File: config.mk
export PLATFORM = sky130hd
export DESIGN_NAME = uart_status_flags
export DESIGN_NICKNAME = d
export VERILOG_FILES = /design/src/logic/uart_status_flags_pkg.sv /design/src/logic/uart_status_flags.sv
export VERILOG_INCLUDE_DIRS = /design/src /design/src/logic
export SDC_FILE = /design/constraint.sdc
export NUM_CORES = 1
export LEC_CHECK = 0
export ABC_AREA = 1
export BUFFER_PORTS_ARGS = -buffer_cell sky130_fd_sc_hd__buf_2
export CELL_PAD_IN_SITES_DETAIL_PLACEMENT = 0
export CELL_PAD_IN_SITES_GLOBAL_PLACEMENT = 1
export CORE_ASPECT_RATIO = 0.6
export CORE_MARGIN = 5
export CORE_UTILIZATION = 40
export CTS_CLUSTER_SIZE = 28
export DETAILED_ROUTE_END_ITERATION = 16
export HOLD_SLACK_MARGIN = 0.05
export PLACE_DENSITY_LB_ADDON = 0.12
export SYNTH_ARGS = -nofsm -noshare
export SYNTH_HDL_FRONTEND = slang
export SYNTH_SLANG_ARGS = --single-unit
File: constraint.sdc
create_clock -name clk_sys_in -period 1.65 [get_ports clk_sys_in]
set_input_delay 0.0825 -clock clk_sys_in [delete_from_list [all_inputs] [get_ports clk_sys_in]]
set_output_delay 0.0825 -clock clk_sys_in [all_outputs]
set_load 0.02 [all_outputs]
File: src/logic/uart_status_flags_params.svh
// Purpose: Offsets, field positions, reset values and timing counts of the serial status block
// Assumes: 32-bit APB data, one aligned word per register
// Notes:   Definitions only
`ifndef UART_STATUS_FLAGS_PARAMS_SVH
`define UART_STATUS_FLAGS_PARAMS_SVH

// Register byte offsets
`define STATUS_OFF        12'h000
`define DATA_OFF          12'h004
`define CTRL_OFF          12'h008
`define BAUD_OFF          12'h00c

// Status bit positions
`define ST_TX_EMPTY       7
`define ST_TX_DONE        6
`define ST_RX_FULL        5
`define ST_IDLE           4
`define ST_OVERRUN        3
`define ST_NOISE          2
`define ST_FRAMING        1
`define ST_PARITY         0

// Control bit positions
`define CTL_PARITY_ODD    0
`define CTL_PARITY_EN     1
`define CTL_IDLE_SEL      2
`define CTL_LONG_CHAR     3
`define CTL_BREAK         4
`define CTL_TX_EN         5
`define CTL_RX_EN         6

// Reset values
`define STATUS_RESET      8'hc0
`define CTRL_RESET        7'h00
`define BAUD_RESET        16'h000c

// Oversampling: 16 samples per bit time
`define SUB_LAST          4'hf
`define START_SMP_FIRST   4'h4
`define START_SMP_LAST    4'ha
`define DATA_SMP_FIRST    4'h7
`define DATA_SMP_LAST     4'h9
`define START_QUORUM      3'h4
`define DATA_QUORUM       3'h2
`define START_SAMPLES     3'h7
`define DATA_SAMPLES      3'h3

// Bit counts per character
`define DATA_LAST_SHORT   4'h7
`define DATA_LAST_LONG    4'h8
`define FRAME_LAST_SHORT  4'h9
`define FRAME_LAST_LONG   4'ha
`define IDLE_BITS_SHORT   4'ha
`define IDLE_BITS_LONG    4'hb

`endif

File: src/logic/uart_status_flags_pkg.sv
// Purpose: Types of the serial status block
// Assumes: Nothing
// Notes:   Constants live in the params header
package uart_status_flags_pkg;
	typedef enum logic [1:0] {
		RX_IDLE  = 2'b00,
		RX_START = 2'b01,
		RX_DATA  = 2'b10,
		RX_STOP  = 2'b11
	} rx_state_t;

	typedef enum logic {
		TX_IDLE = 1'b0,
		TX_SEND = 1'b1
	} tx_state_t;
endpackage

File: src/logic/uart_status_flags.sv
// Purpose: Serial port with status flags and their read-then-access clear sequences
// Assumes: rxd_in synchronous to clk_sys_in; 16x oversampling from baud divider
// Notes:   APB slave, one wait state per access
//
// Register access over APB and the address map are this design's own decisions.
`timescale 1ns/1ps
`include "uart_status_flags_params.svh"

module uart_status_flags (
	input  wire logic        clk_sys_in,
	input  wire logic        nrst_in,
	input  wire logic        psel_in,
	input  wire logic        penable_in,
	input  wire logic        pwrite_in,
	input  wire logic [11:0] paddr_in,
	input  wire logic [31:0] pwdata_in,
	output logic      [31:0] prdata_out,
	output logic             pready_out,
	output logic             pslverr_out,
	input  wire logic        rxd_in,
	output logic             txd_out
);
	import uart_status_flags_pkg::*;

	logic            pready_ff;
	logic [31:0]     prdata_ff;
	logic            pslverr_ff;
	logic [6:0]      ctrl_ff;
	logic [15:0]     baud_div_ff;
	logic [15:0]     baud_cnt_ff;
	logic [7:0]      flag_ff;
	logic [7:0]      arm_ff;
	logic [7:0]      flag_set;
	logic [7:0]      flag_clr;
	logic [31:0]     rd_val;
	logic            hit;
	logic            acc_cap;
	logic            acc_done;
	logic            status_rd_cap;
	logic            data_wr;
	logic            data_rd;
	logic            ctrl_wr;
	logic            baud_wr;
	logic            tx_en_rise;
	logic            brk_wr;
	logic            tick;
	logic            long_char;
	rx_state_t       rx_state_ff;
	logic [3:0]      rx_sub_ff;
	logic [3:0]      rx_bit_ff;
	logic [2:0]      rx_ones_ff;
	logic [8:0]      rx_shift_ff;
	logic            rx_noise_ff;
	logic [8:0]      rx_data_ff;
	logic [3:0]      idle_cnt_ff;
	logic            idle_armed_ff;
	logic            sample_pt;
	logic            bit_end;
	logic            maj;
	logic            bit_noisy;
	logic            frame_done;
	logic            rx_accept;
	logic            rx_overrun;
	logic [8:0]      rx_word;
	logic            parity_bad;
	logic            line_high;
	logic [3:0]      idle_target;
	logic            idle_hit;
	tx_state_t       tx_state_ff;
	logic [3:0]      tx_sub_ff;
	logic [3:0]      tx_left_ff;
	logic [10:0]     tx_shift_ff;
	logic            txd_ff;
	logic [8:0]      tx_buf_ff;
	logic            buf_full_ff;
	logic            pend_pre_ff;
	logic            pend_brk_ff;
	logic            tx_free;
	logic            tx_load_pre;
	logic            tx_load_brk;
	logic            tx_load_data;
	logic            tx_queue_now;
	logic            done_cond;
	logic [8:0]      tx_word;
	logic [10:0]     tx_frame;

	assign prdata_out  = prdata_ff;
	assign pready_out  = pready_ff;
	assign pslverr_out = pslverr_ff;
	assign txd_out     = txd_ff;
	assign long_char   = ctrl_ff[`CTL_LONG_CHAR];

	// APB decode
	assign acc_cap       = psel_in & penable_in & ~pready_ff;
	assign acc_done      = psel_in & penable_in & pready_ff;
	assign status_rd_cap = acc_cap & ~pwrite_in & (paddr_in == `STATUS_OFF);
	assign data_wr       = acc_done & pwrite_in & (paddr_in == `DATA_OFF);
	assign data_rd       = acc_done & ~pwrite_in & (paddr_in == `DATA_OFF);
	assign ctrl_wr       = acc_done & pwrite_in & (paddr_in == `CTRL_OFF);
	assign baud_wr       = acc_done & pwrite_in & (paddr_in == `BAUD_OFF);
	assign tx_en_rise    = ctrl_wr & pwdata_in[`CTL_TX_EN] & ~ctrl_ff[`CTL_TX_EN];
	assign brk_wr        = ctrl_wr & pwdata_in[`CTL_BREAK];

	always_comb begin
		rd_val = 32'h0;
		hit    = 1'b1;
		if (paddr_in == `STATUS_OFF) begin
			rd_val = {24'h0, flag_ff};
		end else if (paddr_in == `DATA_OFF) begin
			rd_val = {23'h0, rx_data_ff};
		end else if (paddr_in == `CTRL_OFF) begin
			rd_val = {25'h0, ctrl_ff};
		end else if (paddr_in == `BAUD_OFF) begin
			rd_val = {16'h0, baud_div_ff};
		end else begin
			hit = 1'b0;
		end
	end

	always_ff @(posedge clk_sys_in or negedge nrst_in) begin
		if (!nrst_in) begin
			pready_ff  <= 1'b0;
			prdata_ff  <= 32'h0;
			pslverr_ff <= 1'b0;
		end else begin
			pready_ff  <= acc_cap;
			pslverr_ff <= acc_cap & ~hit;
			if (acc_cap) begin
				prdata_ff <= pwrite_in ? 32'h0 : rd_val;
			end
		end
	end

	// Status writes fall through: no register takes them
	always_ff @(posedge clk_sys_in or negedge nrst_in) begin
		if (!nrst_in) begin
			ctrl_ff     <= `CTRL_RESET;
			baud_div_ff <= `BAUD_RESET;
		end else begin
			if (ctrl_wr) begin
				ctrl_ff <= pwdata_in[6:0];
			end
			if (baud_wr) begin
				baud_div_ff <= pwdata_in[15:0];
			end
		end
	end

	// Clear sequences
	always_ff @(posedge clk_sys_in or negedge nrst_in) begin
		if (!nrst_in) begin
			arm_ff <= 8'h00;
		end else if (status_rd_cap) begin
			arm_ff <= flag_ff;
		end else begin
			if (data_wr) begin
				arm_ff[7:6] <= 2'b00;
			end
			if (tx_en_rise | brk_wr) begin
				arm_ff[`ST_TX_DONE] <= 1'b0;
			end
			if (data_rd) begin
				arm_ff[5:0] <= 6'h00;
			end
		end
	end

	always_comb begin
		flag_clr                = 8'h00;
		flag_clr[`ST_TX_EMPTY]  = data_wr & arm_ff[`ST_TX_EMPTY];
		flag_clr[`ST_TX_DONE]   = arm_ff[`ST_TX_DONE] & (data_wr | tx_en_rise | brk_wr);
		flag_clr[5:0]           = data_rd ? arm_ff[5:0] : 6'h00;
		flag_set                = 8'h00;
		flag_set[`ST_TX_EMPTY]  = tx_load_data;
		flag_set[`ST_TX_DONE]   = done_cond & ~tx_queue_now;
		flag_set[`ST_RX_FULL]   = rx_accept;
		flag_set[`ST_IDLE]      = idle_hit;
		flag_set[`ST_OVERRUN]   = rx_overrun;
		flag_set[`ST_NOISE]     = rx_accept & (rx_noise_ff | bit_noisy);
		flag_set[`ST_FRAMING]   = rx_accept & ~maj;
		flag_set[`ST_PARITY]    = rx_accept & ctrl_ff[`CTL_PARITY_EN] & parity_bad;
	end

	// Set wins over clear
	always_ff @(posedge clk_sys_in or negedge nrst_in) begin
		if (!nrst_in) begin
			flag_ff <= `STATUS_RESET;
		end else begin
			flag_ff <= flag_set | (flag_ff & ~flag_clr);
		end
	end

	// Baud tick at 16x bit rate
	assign tick = (baud_cnt_ff == 16'h0);

	always_ff @(posedge clk_sys_in or negedge nrst_in) begin
		if (!nrst_in) begin
			baud_cnt_ff <= 16'h0;
		end else begin
			baud_cnt_ff <= tick ? baud_div_ff : baud_cnt_ff - 16'h1;
		end
	end

	// Receiver
	assign sample_pt  = (rx_state_ff == RX_START) ?
		(rx_sub_ff >= `START_SMP_FIRST && rx_sub_ff <= `START_SMP_LAST) :
		(rx_sub_ff >= `DATA_SMP_FIRST && rx_sub_ff <= `DATA_SMP_LAST);
	assign bit_end    = tick & (rx_sub_ff == `SUB_LAST);
	assign maj        = (rx_ones_ff >= `DATA_QUORUM);
	assign bit_noisy  = (rx_ones_ff != 3'h0) && (rx_ones_ff != `DATA_SAMPLES);
	assign frame_done = bit_end & (rx_state_ff == RX_STOP);
	assign rx_accept  = frame_done & ~flag_ff[`ST_RX_FULL];
	assign rx_overrun = frame_done & flag_ff[`ST_RX_FULL];
	assign rx_word    = long_char ? rx_shift_ff : {1'b0, rx_shift_ff[8:1]};
	assign parity_bad = (^rx_word) != ctrl_ff[`CTL_PARITY_ODD];

	always_ff @(posedge clk_sys_in or negedge nrst_in) begin
		if (!nrst_in) begin
			rx_state_ff <= RX_IDLE;
			rx_sub_ff   <= 4'h0;
			rx_bit_ff   <= 4'h0;
			rx_ones_ff  <= 3'h0;
			rx_shift_ff <= 9'h0;
			rx_noise_ff <= 1'b0;
		end else if (!ctrl_ff[`CTL_RX_EN]) begin
			// Parked sub count keeps bit_end from firing every tick
			rx_state_ff <= RX_IDLE;
			rx_sub_ff   <= 4'h0;
			rx_ones_ff  <= 3'h0;
		end else if (tick) begin
			rx_sub_ff <= rx_sub_ff + 4'h1;
			if (bit_end) begin
				rx_ones_ff <= 3'h0;
			end else if (sample_pt) begin
				rx_ones_ff <= rx_ones_ff + {2'b00, rxd_in};
			end
			case (rx_state_ff)
				RX_IDLE: begin
					if (!rxd_in) begin
						rx_state_ff <= RX_START;
						rx_sub_ff   <= 4'h1;
						rx_ones_ff  <= 3'h0;
					end
				end
				RX_START: begin
					if (bit_end) begin
						rx_state_ff <= (rx_ones_ff >= `START_QUORUM) ? RX_IDLE : RX_DATA;
						rx_bit_ff   <= 4'h0;
						rx_noise_ff <= (rx_ones_ff != 3'h0) && (rx_ones_ff != `START_SAMPLES);
					end
				end
				RX_DATA: begin
					if (bit_end) begin
						rx_shift_ff <= {maj, rx_shift_ff[8:1]};
						rx_noise_ff <= rx_noise_ff | bit_noisy;
						rx_bit_ff   <= rx_bit_ff + 4'h1;
						if (rx_bit_ff == (long_char ? `DATA_LAST_LONG : `DATA_LAST_SHORT)) begin
							rx_state_ff <= RX_STOP;
						end
					end
				end
				RX_STOP: begin
					if (bit_end) begin
						rx_state_ff <= RX_IDLE;
					end
				end
				default: begin
					rx_state_ff <= RX_IDLE;
				end
			endcase
		end
	end

	// Overrun leaves the held character untouched
	always_ff @(posedge clk_sys_in or negedge nrst_in) begin
		if (!nrst_in) begin
			rx_data_ff <= 9'h0;
		end else if (rx_accept) begin
			rx_data_ff <= rx_word;
		end
	end

	// Idle line detection
	assign idle_target = long_char ? `IDLE_BITS_LONG : `IDLE_BITS_SHORT;

	always_comb begin
		case (rx_state_ff)
			RX_IDLE:  line_high = rxd_in;
			RX_START: line_high = 1'b0;
			default:  line_high = maj & ~ctrl_ff[`CTL_IDLE_SEL];
		endcase
	end

	assign idle_hit = bit_end & line_high & idle_armed_ff & (idle_cnt_ff == idle_target - 4'h1);

	always_ff @(posedge clk_sys_in or negedge nrst_in) begin
		if (!nrst_in) begin
			idle_cnt_ff   <= 4'h0;
			idle_armed_ff <= 1'b0;
		end else begin
			if (bit_end) begin
				if (!line_high) begin
					idle_cnt_ff <= 4'h0;
				end else if (idle_cnt_ff != idle_target) begin
					idle_cnt_ff <= idle_cnt_ff + 4'h1;
				end
			end
			if (rx_accept) begin
				idle_armed_ff <= 1'b1;
			end else if (idle_hit) begin
				idle_armed_ff <= 1'b0;
			end
		end
	end

	// Transmitter: preamble before break before data
	assign tx_free      = (tx_state_ff == TX_IDLE) & ctrl_ff[`CTL_TX_EN];
	assign tx_load_pre  = tx_free & pend_pre_ff;
	assign tx_load_brk  = tx_free & ~pend_pre_ff & (pend_brk_ff | ctrl_ff[`CTL_BREAK]);
	assign tx_load_data = tx_free & ~pend_pre_ff & ~pend_brk_ff & ~ctrl_ff[`CTL_BREAK] & buf_full_ff;
	assign tx_queue_now = data_wr | tx_en_rise | brk_wr;
	assign done_cond    = ~buf_full_ff & (tx_state_ff == TX_IDLE) & ~pend_pre_ff & ~pend_brk_ff
		& ~ctrl_ff[`CTL_BREAK];

	always_comb begin
		tx_word = tx_buf_ff;
		if (ctrl_ff[`CTL_PARITY_EN]) begin
			if (long_char) begin
				tx_word[8] = (^tx_buf_ff[7:0]) ^ ctrl_ff[`CTL_PARITY_ODD];
			end else begin
				tx_word[7] = (^tx_buf_ff[6:0]) ^ ctrl_ff[`CTL_PARITY_ODD];
			end
		end
		if (tx_load_pre) begin
			tx_frame = 11'h7ff;
		end else if (tx_load_brk) begin
			tx_frame = 11'h000;
		end else if (long_char) begin
			tx_frame = {1'b1, tx_word, 1'b0};
		end else begin
			tx_frame = {2'b11, tx_word[7:0], 1'b0};
		end
	end

	always_ff @(posedge clk_sys_in or negedge nrst_in) begin
		if (!nrst_in) begin
			tx_state_ff <= TX_IDLE;
			tx_sub_ff   <= 4'h0;
			tx_left_ff  <= 4'h0;
			tx_shift_ff <= 11'h7ff;
			txd_ff      <= 1'b1;
		end else begin
			case (tx_state_ff)
				TX_IDLE: begin
					txd_ff <= 1'b1;
					if (tx_load_pre | tx_load_brk | tx_load_data) begin
						tx_state_ff <= TX_SEND;
						tx_sub_ff   <= 4'h0;
						tx_left_ff  <= long_char ? `FRAME_LAST_LONG : `FRAME_LAST_SHORT;
						txd_ff      <= tx_frame[0];
						tx_shift_ff <= {1'b1, tx_frame[10:1]};
					end
				end
				TX_SEND: begin
					if (tick) begin
						tx_sub_ff <= tx_sub_ff + 4'h1;
						if (tx_sub_ff == `SUB_LAST) begin
							if (tx_left_ff == 4'h0) begin
								tx_state_ff <= TX_IDLE;
								txd_ff      <= 1'b1;
							end else begin
								txd_ff      <= tx_shift_ff[0];
								tx_shift_ff <= {1'b1, tx_shift_ff[10:1]};
								tx_left_ff  <= tx_left_ff - 4'h1;
							end
						end
					end
				end
				default: begin
					tx_state_ff <= TX_IDLE;
				end
			endcase
		end
	end

	always_ff @(posedge clk_sys_in or negedge nrst_in) begin
		if (!nrst_in) begin
			tx_buf_ff   <= 9'h0;
			buf_full_ff <= 1'b0;
			pend_pre_ff <= 1'b0;
			pend_brk_ff <= 1'b0;
		end else begin
			if (data_wr) begin
				tx_buf_ff   <= pwdata_in[8:0];
				buf_full_ff <= 1'b1;
			end else if (tx_load_data) begin
				buf_full_ff <= 1'b0;
			end
			if (tx_en_rise) begin
				pend_pre_ff <= 1'b1;
			end else if (tx_load_pre) begin
				pend_pre_ff <= 1'b0;
			end
			if (brk_wr) begin
				pend_brk_ff <= 1'b1;
			end else if (tx_load_brk) begin
				pend_brk_ff <= 1'b0;
			end
		end
	end

	property p_txe_clr;
		@(posedge clk_sys_in) disable iff (!nrst_in)
		$fell(flag_ff[7]) |-> $past(data_wr && arm_ff[7]);
	endproperty
	a_txe_clr: assert property (p_txe_clr) else $error("tx empty cleared without sequence");

	property p_txe_set;
		@(posedge clk_sys_in) disable iff (!nrst_in)
		tx_load_data |=> flag_ff[7] && (tx_state_ff == TX_SEND);
	endproperty
	a_txe_set: assert property (p_txe_set) else $error("tx empty not set on load");

	property p_txdone_set;
		@(posedge clk_sys_in) disable iff (!nrst_in)
		done_cond && !tx_queue_now |=> flag_ff[6];
	endproperty
	a_txdone_set: assert property (p_txdone_set) else $error("tx complete not set when idle");

	property p_txdone_clr;
		@(posedge clk_sys_in) disable iff (!nrst_in)
		$fell(flag_ff[6]) |-> $past(arm_ff[6] && (data_wr || tx_en_rise || brk_wr));
	endproperty
	a_txdone_clr: assert property (p_txdone_clr) else $error("tx complete cleared without sequence");

	property p_rxfull_set;
		@(posedge clk_sys_in) disable iff (!nrst_in)
		rx_accept |=> flag_ff[5] && (rx_data_ff == $past(rx_word));
	endproperty
	a_rxfull_set: assert property (p_rxfull_set) else $error("rx full not set with data");

	property p_rxfull_clr;
		@(posedge clk_sys_in) disable iff (!nrst_in)
		$fell(flag_ff[5]) |-> $past(data_rd && arm_ff[5]);
	endproperty
	a_rxfull_clr: assert property (p_rxfull_clr) else $error("rx full cleared without sequence");

	property p_overrun;
		@(posedge clk_sys_in) disable iff (!nrst_in)
		rx_overrun |=> flag_ff[3] && $stable(rx_data_ff);
	endproperty
	a_overrun: assert property (p_overrun) else $error("overrun not flagged or data lost");

	property p_idle_once;
		@(posedge clk_sys_in) disable iff (!nrst_in)
		$rose(flag_ff[4]) |-> $past(idle_armed_ff) && !idle_armed_ff;
	endproperty
	a_idle_once: assert property (p_idle_once) else $error("idle set without new character");

	property p_framing;
		@(posedge clk_sys_in) disable iff (!nrst_in)
		rx_accept && !maj |=> flag_ff[1] && flag_ff[5];
	endproperty
	a_framing: assert property (p_framing) else $error("framing error missed");

	property p_txdone_idle;
		@(posedge clk_sys_in) disable iff (!nrst_in)
		$rose(flag_ff[6]) |-> (tx_state_ff == TX_IDLE) && !buf_full_ff && txd_ff;
	endproperty
	a_txdone_idle: assert property (p_txdone_idle) else $error("tx complete set while sending");
endmodule

* Word level (Yosys, flattened, before mapping) *
Index checks and enable logic that the tools add are counted.

cells by class
  $add $sub $neg = 8
  $lt $le $gt $ge = 6
  eq/ne operators = 27
  multiplexer cells = 85
  bitwise gates (word level) = 66
  reductions and logical operators = 27

operators by type and width
  kind                                                                  number
  32-bit 2-to-1 mux                                                     3
  11-bit 2-to-1 mux                                                     6
  4-bit 2-to-1 mux                                                      15
  16-bit 2-to-1 mux                                                     3
  1-bit AND                                                             41
  1-bit 2-to-1 mux                                                      27
  12-bit by 4-bit == test with 1-bit output, second input constant      2
  4-bit one-hot mux with 2 select lines                                 3
  2-bit 2-to-1 mux                                                      11
  11-bit one-hot mux with 2 select lines                                1
  3-bit 2-to-1 mux                                                      6
  3-bit inequality test, second input constant                          6
  4-bit by 1-bit adder with 4-bit output, second input constant         4
  16-bit logical NOT                                                    1
  16-bit by 1-bit subtractor with 16-bit output, second input constant  1
  2-bit nonzero test                                                    7
  1-bit inverter                                                        13
  12-bit by 3-bit == test with 1-bit output, second input constant      1
  12-bit logical NOT                                                    1
  6-bit 2-to-1 mux                                                      2
  10-bit 2-to-1 mux                                                     1
  9-bit 2-to-1 mux                                                      1
  9-bit parity                                                          1
  8-bit AND                                                             1
  32 further kinds                                                      61

storage, ports and cells
  register bits after elaboration = 159
  input port bits = 50
  output and inout bits = 35

* Longest topological paths before layout *
Gate-level depths: netlist of the first run.

  depth after elaboration = 12
  gate-level depth with buffers = 13

* Worst setup path before layout of the first run *
OpenSTA, ideal clock, no wires.

  path kind = register to register
  start point = register baud_cnt_ff[0]
  end point = register tx_shift_ff[2]
  library setup time = 69 ps
  arrival = 1678 ps
  required time = 1581 ps
  path slack = -97 ps
  cell stages (with the launch flop) = 14
  path buffers = 1
  clock period less this slack = 1747 ps
  cell sequence = dfrtp_1 -> inv_1 -> ha_1 -> nand2_2 -> nor2_4 -> nand3_4 -> nor2_8 -> nand2_4 -> nand2_4 -> nand2_4 -> inv_4 -> buf_8 -> nand2_1 -> o21ai_2

between the ends
  word-level cells in the longest chain between the ends = 3

RTL lines
  element                                 RTL line                  RTL
  start: declaration                      uart_status_flags.sv:30   logic [15:0] baud_cnt_ff;
  start signal: assignment                uart_status_flags.sv:200  baud_cnt_ff <= tick ? baud_div_ff : baud_cnt_ff - 16'h1;
  16-bit logical NOT                      uart_status_flags.sv:194  assign tick = (baud_cnt_ff == 16'h0);
  2-bit inequality test (no source line)  -
  4-bit AND reduction (no source line)    -
  end signal: assignment                  uart_status_flags.sv:361  tx_shift_ff <= {1'b1, tx_frame[10:1]};
  end signal: assignment                  uart_status_flags.sv:373  tx_shift_ff <= {1'b1, tx_shift_ff[10:1]};
  end: declaration                        uart_status_flags.sv:72   logic [10:0] tx_shift_ff;

No other way between the ends.
A chain may end at the register's enable or synchronous reset.

* Worst setup path after layout of the first run *
  start point = register baud_cnt_ff[0]
  end point = register rx_shift_ff[2]

between the ends
  word-level cells in the longest chain between the ends = 3

RTL lines
  element                                 RTL line                  RTL
  16-bit logical NOT *                    uart_status_flags.sv:194
  1-bit AND                               uart_status_flags.sv:208  assign bit_end = tick & (rx_sub_ff == `SUB_LAST);
  4-bit AND reduction (no source line) *  -
  end signal: assignment                  uart_status_flags.sv:254  rx_shift_ff <= {maj, rx_shift_ff[8:1]};
  end: declaration                        uart_status_flags.sv:52   logic [8:0] rx_shift_ff;

Mark *: on every way between the ends. The rest lies on a longest branch, timed or not.

==> results of run 1 <==
-- metrics by stage --
| step | utilization (%) | cells | total power [W] | worst slack, ns | hold slack [ns] |
|---|---|---|---|---|---|
| after floorplan | - | 933 | 0.00366 | 0.0247 | -0.213 |
| after global placement | 47.7 | 1282 | 0.00380 | -0.113 | 0.00723 |
| after detailed placement | 47.7 | 1282 | 0.00380 | -0.203 | 0.00393 |
| after CTS | 53.7 | 1346 | 0.00786 | -0.129 | 0.0803 |
| after global routing | 55.4 | 1351 | 0.00807 | -0.219 | 0.152 |
| final | 55.4 | 1351 | 0.00779 | -0.123 | 0.125 |
-- what timing repair did --
item / 4_1_cts / 5_1_grt
resized for setup: 58 / 81
setup buffers: 12 / 4
setup endpoints to repair: 63 / 79
pin swaps: 9 / 22
gates cloned: 1 / 2
endpoints found under the hold margin: 161 / 0
hold buffers: 19 / 0
-- final timing paths --
check                                      startpoint  cells past startpoint                          to
max                          baud_cnt_ff[0]$_DFF_PN0_                     11  rx_shift_ff[2]$_DFFE_PN0P_
max in group asynchronous                     nrst_in                      3  baud_div_ff[2]$_DFFE_PN1P_
min reg2reg                tx_shift_ff[5]$_DFFE_PN1P_                      2  tx_shift_ff[5]$_DFFE_PN1P_
min                                           nrst_in                      2  rx_state_ff[0]$_DFFE_PN0P_
min in group clk_sys_in                        rxd_in                      4    rx_sub_ff[0]$_DFFE_PN0N_
max reg2reg                  baud_cnt_ff[0]$_DFF_PN0_                     11  rx_shift_ff[2]$_DFFE_PN0P_
-- flip-flops by register name, indices dropped and copies added, names as in the netlist, 7 cells and up --
| name | count |
|---|---|
| rx_data_ff | 9 |
| baud_cnt_ff | 16 |
| arm_ff | 8 |
| tx_buf_ff | 9 |
| baud_div_ff | 16 |
| flag_ff | 8 |
| ctrl_ff | 7 |
| tx_shift_ff | 10 |
| rx_shift_ff | 9 |
| prdata_out | 16 |
-- final cells by class --
| class | count | area, µm² |
|---|---|---|
| Fill cell | 1675 | 8120 |
| Sequential cell | 142 | 3570 |
| Timing Repair Buffer | 181 | 1440 |
| Tap cell | 240 | 300 |
| Timing Repair inverter | 1 | 11.3 |
| Inverter | 109 | 434 |
| Clock inverter | 10 | 139 |
| Clock buffer | 22 | 464 |
| Multi-Input combinational cell | 646 | 3720 |
-- layer usage --
metal	global-route usage, %	routed length (µm)
met4	4.17	165
met5	0	0
met2	28.3	8670
met1	30.7	11200
met3	3.40	774
-- power by group through the flow --
stage / Clock, W / Combinational, W / Sequential (W)
floorplan: 0 / 0.000101 / 0.00356
detailed placement: 0 / 0.000245 / 0.00355
finish: 0.00402 / 0.000282 / 0.00349
global route: 0.00426 / 0.000316 / 0.00349
CTS: 0.00409 / 0.000284 / 0.00349
global placement: 0 / 0.000245 / 0.00355
-- cells in the final DEF, fill, tap and decap left out, types with 19 or more instances in the layout --
master / netlist / final
nand2_1: 249 / 224
buf_2: 11 / 51
buf_4: 17 / 94
nor2_1: 56 / 45
inv_1: 101 / 94
dlygate4sd3_1: 0 / 19
o21ai_1: 17 / 26
dfrtp_1: 127 / 126
nand2_4: 4 / 20
o21ai_0: 94 / 73
nand3_1: 53 / 44
-- logic make-up (layout without fill, tap and decap cells) --
logic type,count (synthesis),after routing
and+or+nand+nor,403,403
buffers and inverters,146,323
AOI/OAI and AO/OA,181,182
xor gates and xnor gates,25,25
adders and majority gates,11,11
other,1,16
DFF,142,142
muxes,9,9
==> metrics.yaml, run 1 <==
rsz0062_at_grt: "yes"
syn_avg_cell_area_um2: 8.15
grt_pass1_wl_um: 34000
p_sw_w: 0.00175
drv_cap: 0
arrival_ns: 2.07
power_density_mw_per_mm2: 772
die_y_um: 116
drtIter0Drc: 458
initial_core_util_pct: 41.1
ctsHtreeMaxLevel: 4
vdd_drop_max_mv: 0.752
synth_fa_ha_area_share_pct: 1.84
grt_overflow: 0
num_vias: 6588
slowest_delay_ns: 0.37
die_w_um: 187
setup_ws_ns: -0.123
synth_area_leader_cell: "dfrtp_1"
finalHoldViolations: 0
crit_type: "reg2reg"
finalInstanceArea_mm2: 0.0101
rrSetupSlack_ns: -0.12
numClockSinks: 142
diodes: 0
dpl.hpwl_um: 15000
violations: "negative setup slack"
core_mm2: 0.0182
synth_top_family_by_area: "simple AND/OR/NAND/NOR gates"
power_frac_comb_pct: 3.6
gp_congestion: 0.813
timing.final.crit_share_pct: 107
clk_latency_ns: 0.42
synth_top_cells_by_area: "dfrtp_1, nand2_1, o21ai_0"
p_seq_share_pct: 44.8
path_cells: "inv_2 -> ha_4 -> nand2_4 -> nor2_4 -> nand3_4 -> nor2_8 -> buf_12 -> nand3_4 -> buf_12 -> nor2_4 -> a21oi_1"
setup_viol: 55
cts_buffers: 17
path_buf_inv: 3
slew_violations: 0
yosys.area_share.simple_pct: 23.7
crit_required_ns: 1.94
placed_area_mm2: 0.00868
grt_max_degree: 51
critPathCaptureType: "flip-flop"
clock_path_buffers: 2
grtUsageTotal_pct: 19.6
portBuffers: 52
die-area_mm2: 0.0216
holdCritPathClass: "in2async"
root_buffer: "clkbuf_16"
ys.flop_type: "dfrtp_1"
fmax_ghz: 0.564
synth_edf_count: 0
outcome: "finished with violations"
synth_cell_types: 49
syn2layout_area_growth_pct: 34.9
drt_pass1_iterations: 5
p_leak_nw: 5.03
clk_pin_slew_ns: 0.06
seq_area_frac_synth_pct: 47.8
power_frac_clock_pct: 51.6
synth-async-reset-ratio_pct: 100
netlist_area_mm2: 0.00748
grt_pass1_vias: 6359
synthCells: 918
cts_tree: "yes"
finalSetupTns_ns: -2.67
totalWireLength_um: 20800
ant_nets: 0
io_pins: 85
nets: 1159
switching_share_pct: 22.4
wl_per_cell_um: 15.4
post-route-drc-count: 0
post-synth-top-count-cell: "nand2_1"
ys_seq_elements: 142
critPathTopFamily: "simple AND/OR/NAND/NOR gates"
min_period_ns: 1.77
num_rows: 38
clock_skew_ns: 0.0155
p_int_w: 0.00604
synth_compound_area_share_pct: 13.6
synth_common_cells: "nand2_1, dfrtp_1, inv_1"
critPathLaunchType: "flip-flop"
synthMuxAreaShare_pct: 1.35
vias_per_cell: 4.88
synth-xor-area-share_pct: 2.93
critical_path.max_fanout: 8
ys_warn_count: 0
antenna_found_initial: 0
critPathSlowestCell: "dfrtp_1"
synth_top_area_share_pct: 42.5
drive_gt1_share_pct: 30.2
Note: power is estimated with default switching activity, not from simulation.
==> run 2: changes to the inputs <==
Settings changed: GPL_TIMING_DRIVEN from default to 0, SETUP_SLACK_MARGIN from default to 0.05.
==> run 2 against run 1 <==
  * The flow still finishes with violations (negative setup slack)
  * Non-clock buffer count shrank 13
  * Global-route usage fell by 0.15 points
  * Die area stayed put
  * Flip-flop and latch count did not move
  * Count of clock-buffer cells in the layout down 3
  * Critical endpoint is now idle_cnt_ff[2]$_DFFE_PN0P_
  * Largest cell class unchanged
  * Largest power group unchanged
==> metrics.yaml, run 2 (synthesis results as in run 1) <==
drtIter0Drc: 487  # +6.3%
vdd_drop_max_mv: 0.710  # -5.5%
totalWireLength_um: 21100  # +1.6%
rsz0062_at_grt: "yes"
met3_usage_pct: 3.73  # +0.33 points
critPathLaunchType: "flip-flop"
drt_pass1_iterations: 5  # unchanged
wl_per_cell_um: 15.8  # +2.7%
grtUsageTotal_pct: 19.4  # -0.15 points
min_path_cells: 4
p_seq_share_pct: 44.0  # -0.8 points
timing.final.crit_share_pct: 111  # +3.4 points
clk_latency_ns: 0.42  # about the same
switching_share_pct: 22.5  # +0.098 points
multi_input_comb_area_mm2: 0.00388  # +4.3%
numClockSinks: 142  # unchanged
die_y_um: 116  # unchanged
finalHoldViolations: 0  # unchanged
core_mm2: 0.0182  # unchanged
vias_per_cell: 4.95  # +1.4%
path_buf_inv: 3  # unchanged
setup_ws_ns: -0.179  # -0.0559 ns
cp-startpoint: "baud_cnt_ff[5]$_DFF_PN0_"
mostFrequentLayoutCell: "nand2_1"
drv_cap: 0  # unchanged
grt_overflow: 0  # unchanged
critical_path.max_fanout: 8  # unchanged
holdCritPathClass: "in2reg"
portBuffers: 52  # unchanged
critPathSlowestCell: "dfrtp_1"
met2_usage_pct: 27.3  # -0.98 points
num_vias: 6609  # +0.32%
p_int_w: 0.00615  # +1.8%
io_pins: 85  # unchanged
violations: "negative setup slack"
die-area_mm2: 0.0216  # unchanged
power_density_mw_per_mm2: 780  # +1.1%
grt_busiest_layer: "met1"
clk_pin_slew_ns: 0.06  # about the same
die_w_um: 187  # unchanged
min_period_ns: 1.83  # +0.0559 ns
clock_skew_ns: 0.0114  # -0.00408 ns
diodes: 0  # unchanged
crit_required_ns: 1.98  # +0.04 ns
r2r_end: "idle_cnt_ff[2]$_DFFE_PN0P_"
outcome: "finished with violations"
crit_type: "reg2reg"
power_frac_comb_pct: 3.9  # +0.3 points
initial_core_util_pct: 41.1  # unchanged
cts_buffers: 17  # unchanged
grt_max_degree: 90  # +76%
drive_gt1_share_pct: 31.4  # +1.1 points
final_cell_mix: "nand2_1, dfrtp_1, inv_1, o21ai_0, buf_4"
p_sw_w: 0.00179  # +2.3%
worstMarginPinSlew_ns: 0.586
num_rows: 38  # unchanged
power_frac_clock_pct: 52.1  # +0.5 points
timing.rr.start: "baud_cnt_ff[5]$_DFF_PN0_"
worst_hold_slack_ns: 0.0666  # -0.0586 ns
arrival_ns: 2.16  # +0.09 ns
fmax_ghz: 0.547  # -3.1%
root_buffer: "clkbuf_16"
syn2layout_area_growth_pct: 35.9
post-route-drc-count: 0  # unchanged
path_cells: "nor2_2 -> nand2_1 -> nor2_4 -> buf_6 -> nand2_8 -> nor2_4 -> buf_4 -> buf_6 -> o21ai_4 -> o31ai_2"
r2r_cells: 10  # -1
regArea_mm2: 0.00357  # about the same
min_from: "pwrite_in"
nFillCells: 1708  # +2.0%
p_leak_nw: 4.98  # -1.0%
rrSetupSlack_ns: -0.18  # -0.06 ns
cts_tree: "yes"
post-place-ws_ns: -0.421  # -0.218 ns
max_slew_margin_pct: 60.9
holdPathEnd: "prdata_out[0]$_DFFE_PN0P_"
grt_pass1_wl_um: 33400  # -1.7%
clock_path_buffers: 2  # unchanged
gp_congestion: 0.837  # +3.0%
nets: 1144  # -1.3%
critPathTopFamily: "simple AND/OR/NAND/NOR gates"
ctsHtreeMaxLevel: 4  # unchanged
slowest_delay_ns: 0.41  # +0.04 ns
use_met1_pct: 30.8  # +0.069 points
antenna_found_initial: 0  # unchanged
slew_violations: 0  # unchanged
power_w: 0.00793  # +1.9%
dpl.hpwl_um: 14900  # -0.76%
finalSetupTns_ns: -7.71  # -5.04 ns
ant_nets: 0  # unchanged
setup_viol: 68  # +24%
critPathCaptureType: "flip-flop"
grt_pass1_vias: 6104  # -4.0%
[run 2: cell types whose count changed in the layout (fill, tap and decap cells not counted), moves of 4 or more]
| cell | delta |
|---|---|
| nor2_4 | +14 |
| buf_4 | -29 |
| nand2_4 | -9 |
| nand2_1 | -7 |
| buf_6 | +9 |
| buf_8 | +4 |
| buf_12 | -5 |
| nor2_1 | -7 |
| buf_2 | +4 |
| nand2_2 | +15 |
| o21ai_0 | -5 |
| nor2_2 | -7 |
[run 2: per-stage QoR]
step | instances | cell area, µm² | utilization [%]
floorplan | 933 | 7560 | -
global placement | 1225 | 8120 | 44.6
detailed placement | 1226 | 8160 | 44.8
CTS | 1301 | 9530 | 52.3
global route | 1336 | 10200 | 55.8
finish | 1336 | 10200 | 55.8
[run 2: layout make-up]
type,count,area share [%]
multi-input combinational,645,38.2
sequential,142,35.1
timing repair buffer,132,10.3
inverter,109,4.34
clock buffer,19,4.26
buffer,36,2.98
tap,240,2.95
clock inverter,13,1.86
[run 2: power by group through the flow]
stage | Combinational, W | Clock (W) | Sequential (W)
floorplan | 0.000101 | 0 | 0.00356
global route | 0.000343 | 0.00434 | 0.00349
finish | 0.000307 | 0.00414 | 0.00349
global placement | 0.000249 | 0 | 0.00355
CTS | 0.000299 | 0.00419 | 0.00349
detailed placement | 0.000259 | 0 | 0.00355
[run 2: worst register-to-register path, cell delays in order, from the launching register on]
cell and delay, ns:
dfrtp_1 0.41, nor2_2 0.17, nand2_1 0.10, nor2_4 0.15
buf_6 0.14, nand2_8 0.09, nor2_4 0.13, buf_4 0.13
buf_6 0.09, o21ai_4 0.08, o31ai_2 0.25
[run 2: what timing repair did]
item,4_1_cts,5_1_grt
gates cloned,2,1
endpoints found under the hold margin,90,0
hold buffers,18,0
resized for setup,97,115
pin swaps,15,28
setup buffers,23,35
endpoints found under the setup margin,125,116
[run 2: metal layers]
metal / vias to the layer above / wire [µm]
li1: 3309 / -
met1: 3161 / 11100
met2: 122 / 8800
met4: 0 / 191
met5: - / 0
met3: 17 / 1010
[run 2: worst max path at each step]
stage	endpoint	slack [ns]	cells past startpoint
CTS	tx_left_ff[2]$_DFFE_PN0P_	-0.18	14
global placement	buf_full_ff$_DFFE_PN0P_	-1.68	1
detailed placement	flag_ff[0]$_DFF_PN0_	-0.42	11
floorplan	tx_shift_ff[2]$_DFFE_PN1P_	0.03	13
global route	idle_armed_ff$_DFFE_PN0P_	-0.26	10
finish	idle_cnt_ff[2]$_DFFE_PN0P_	-0.18	10
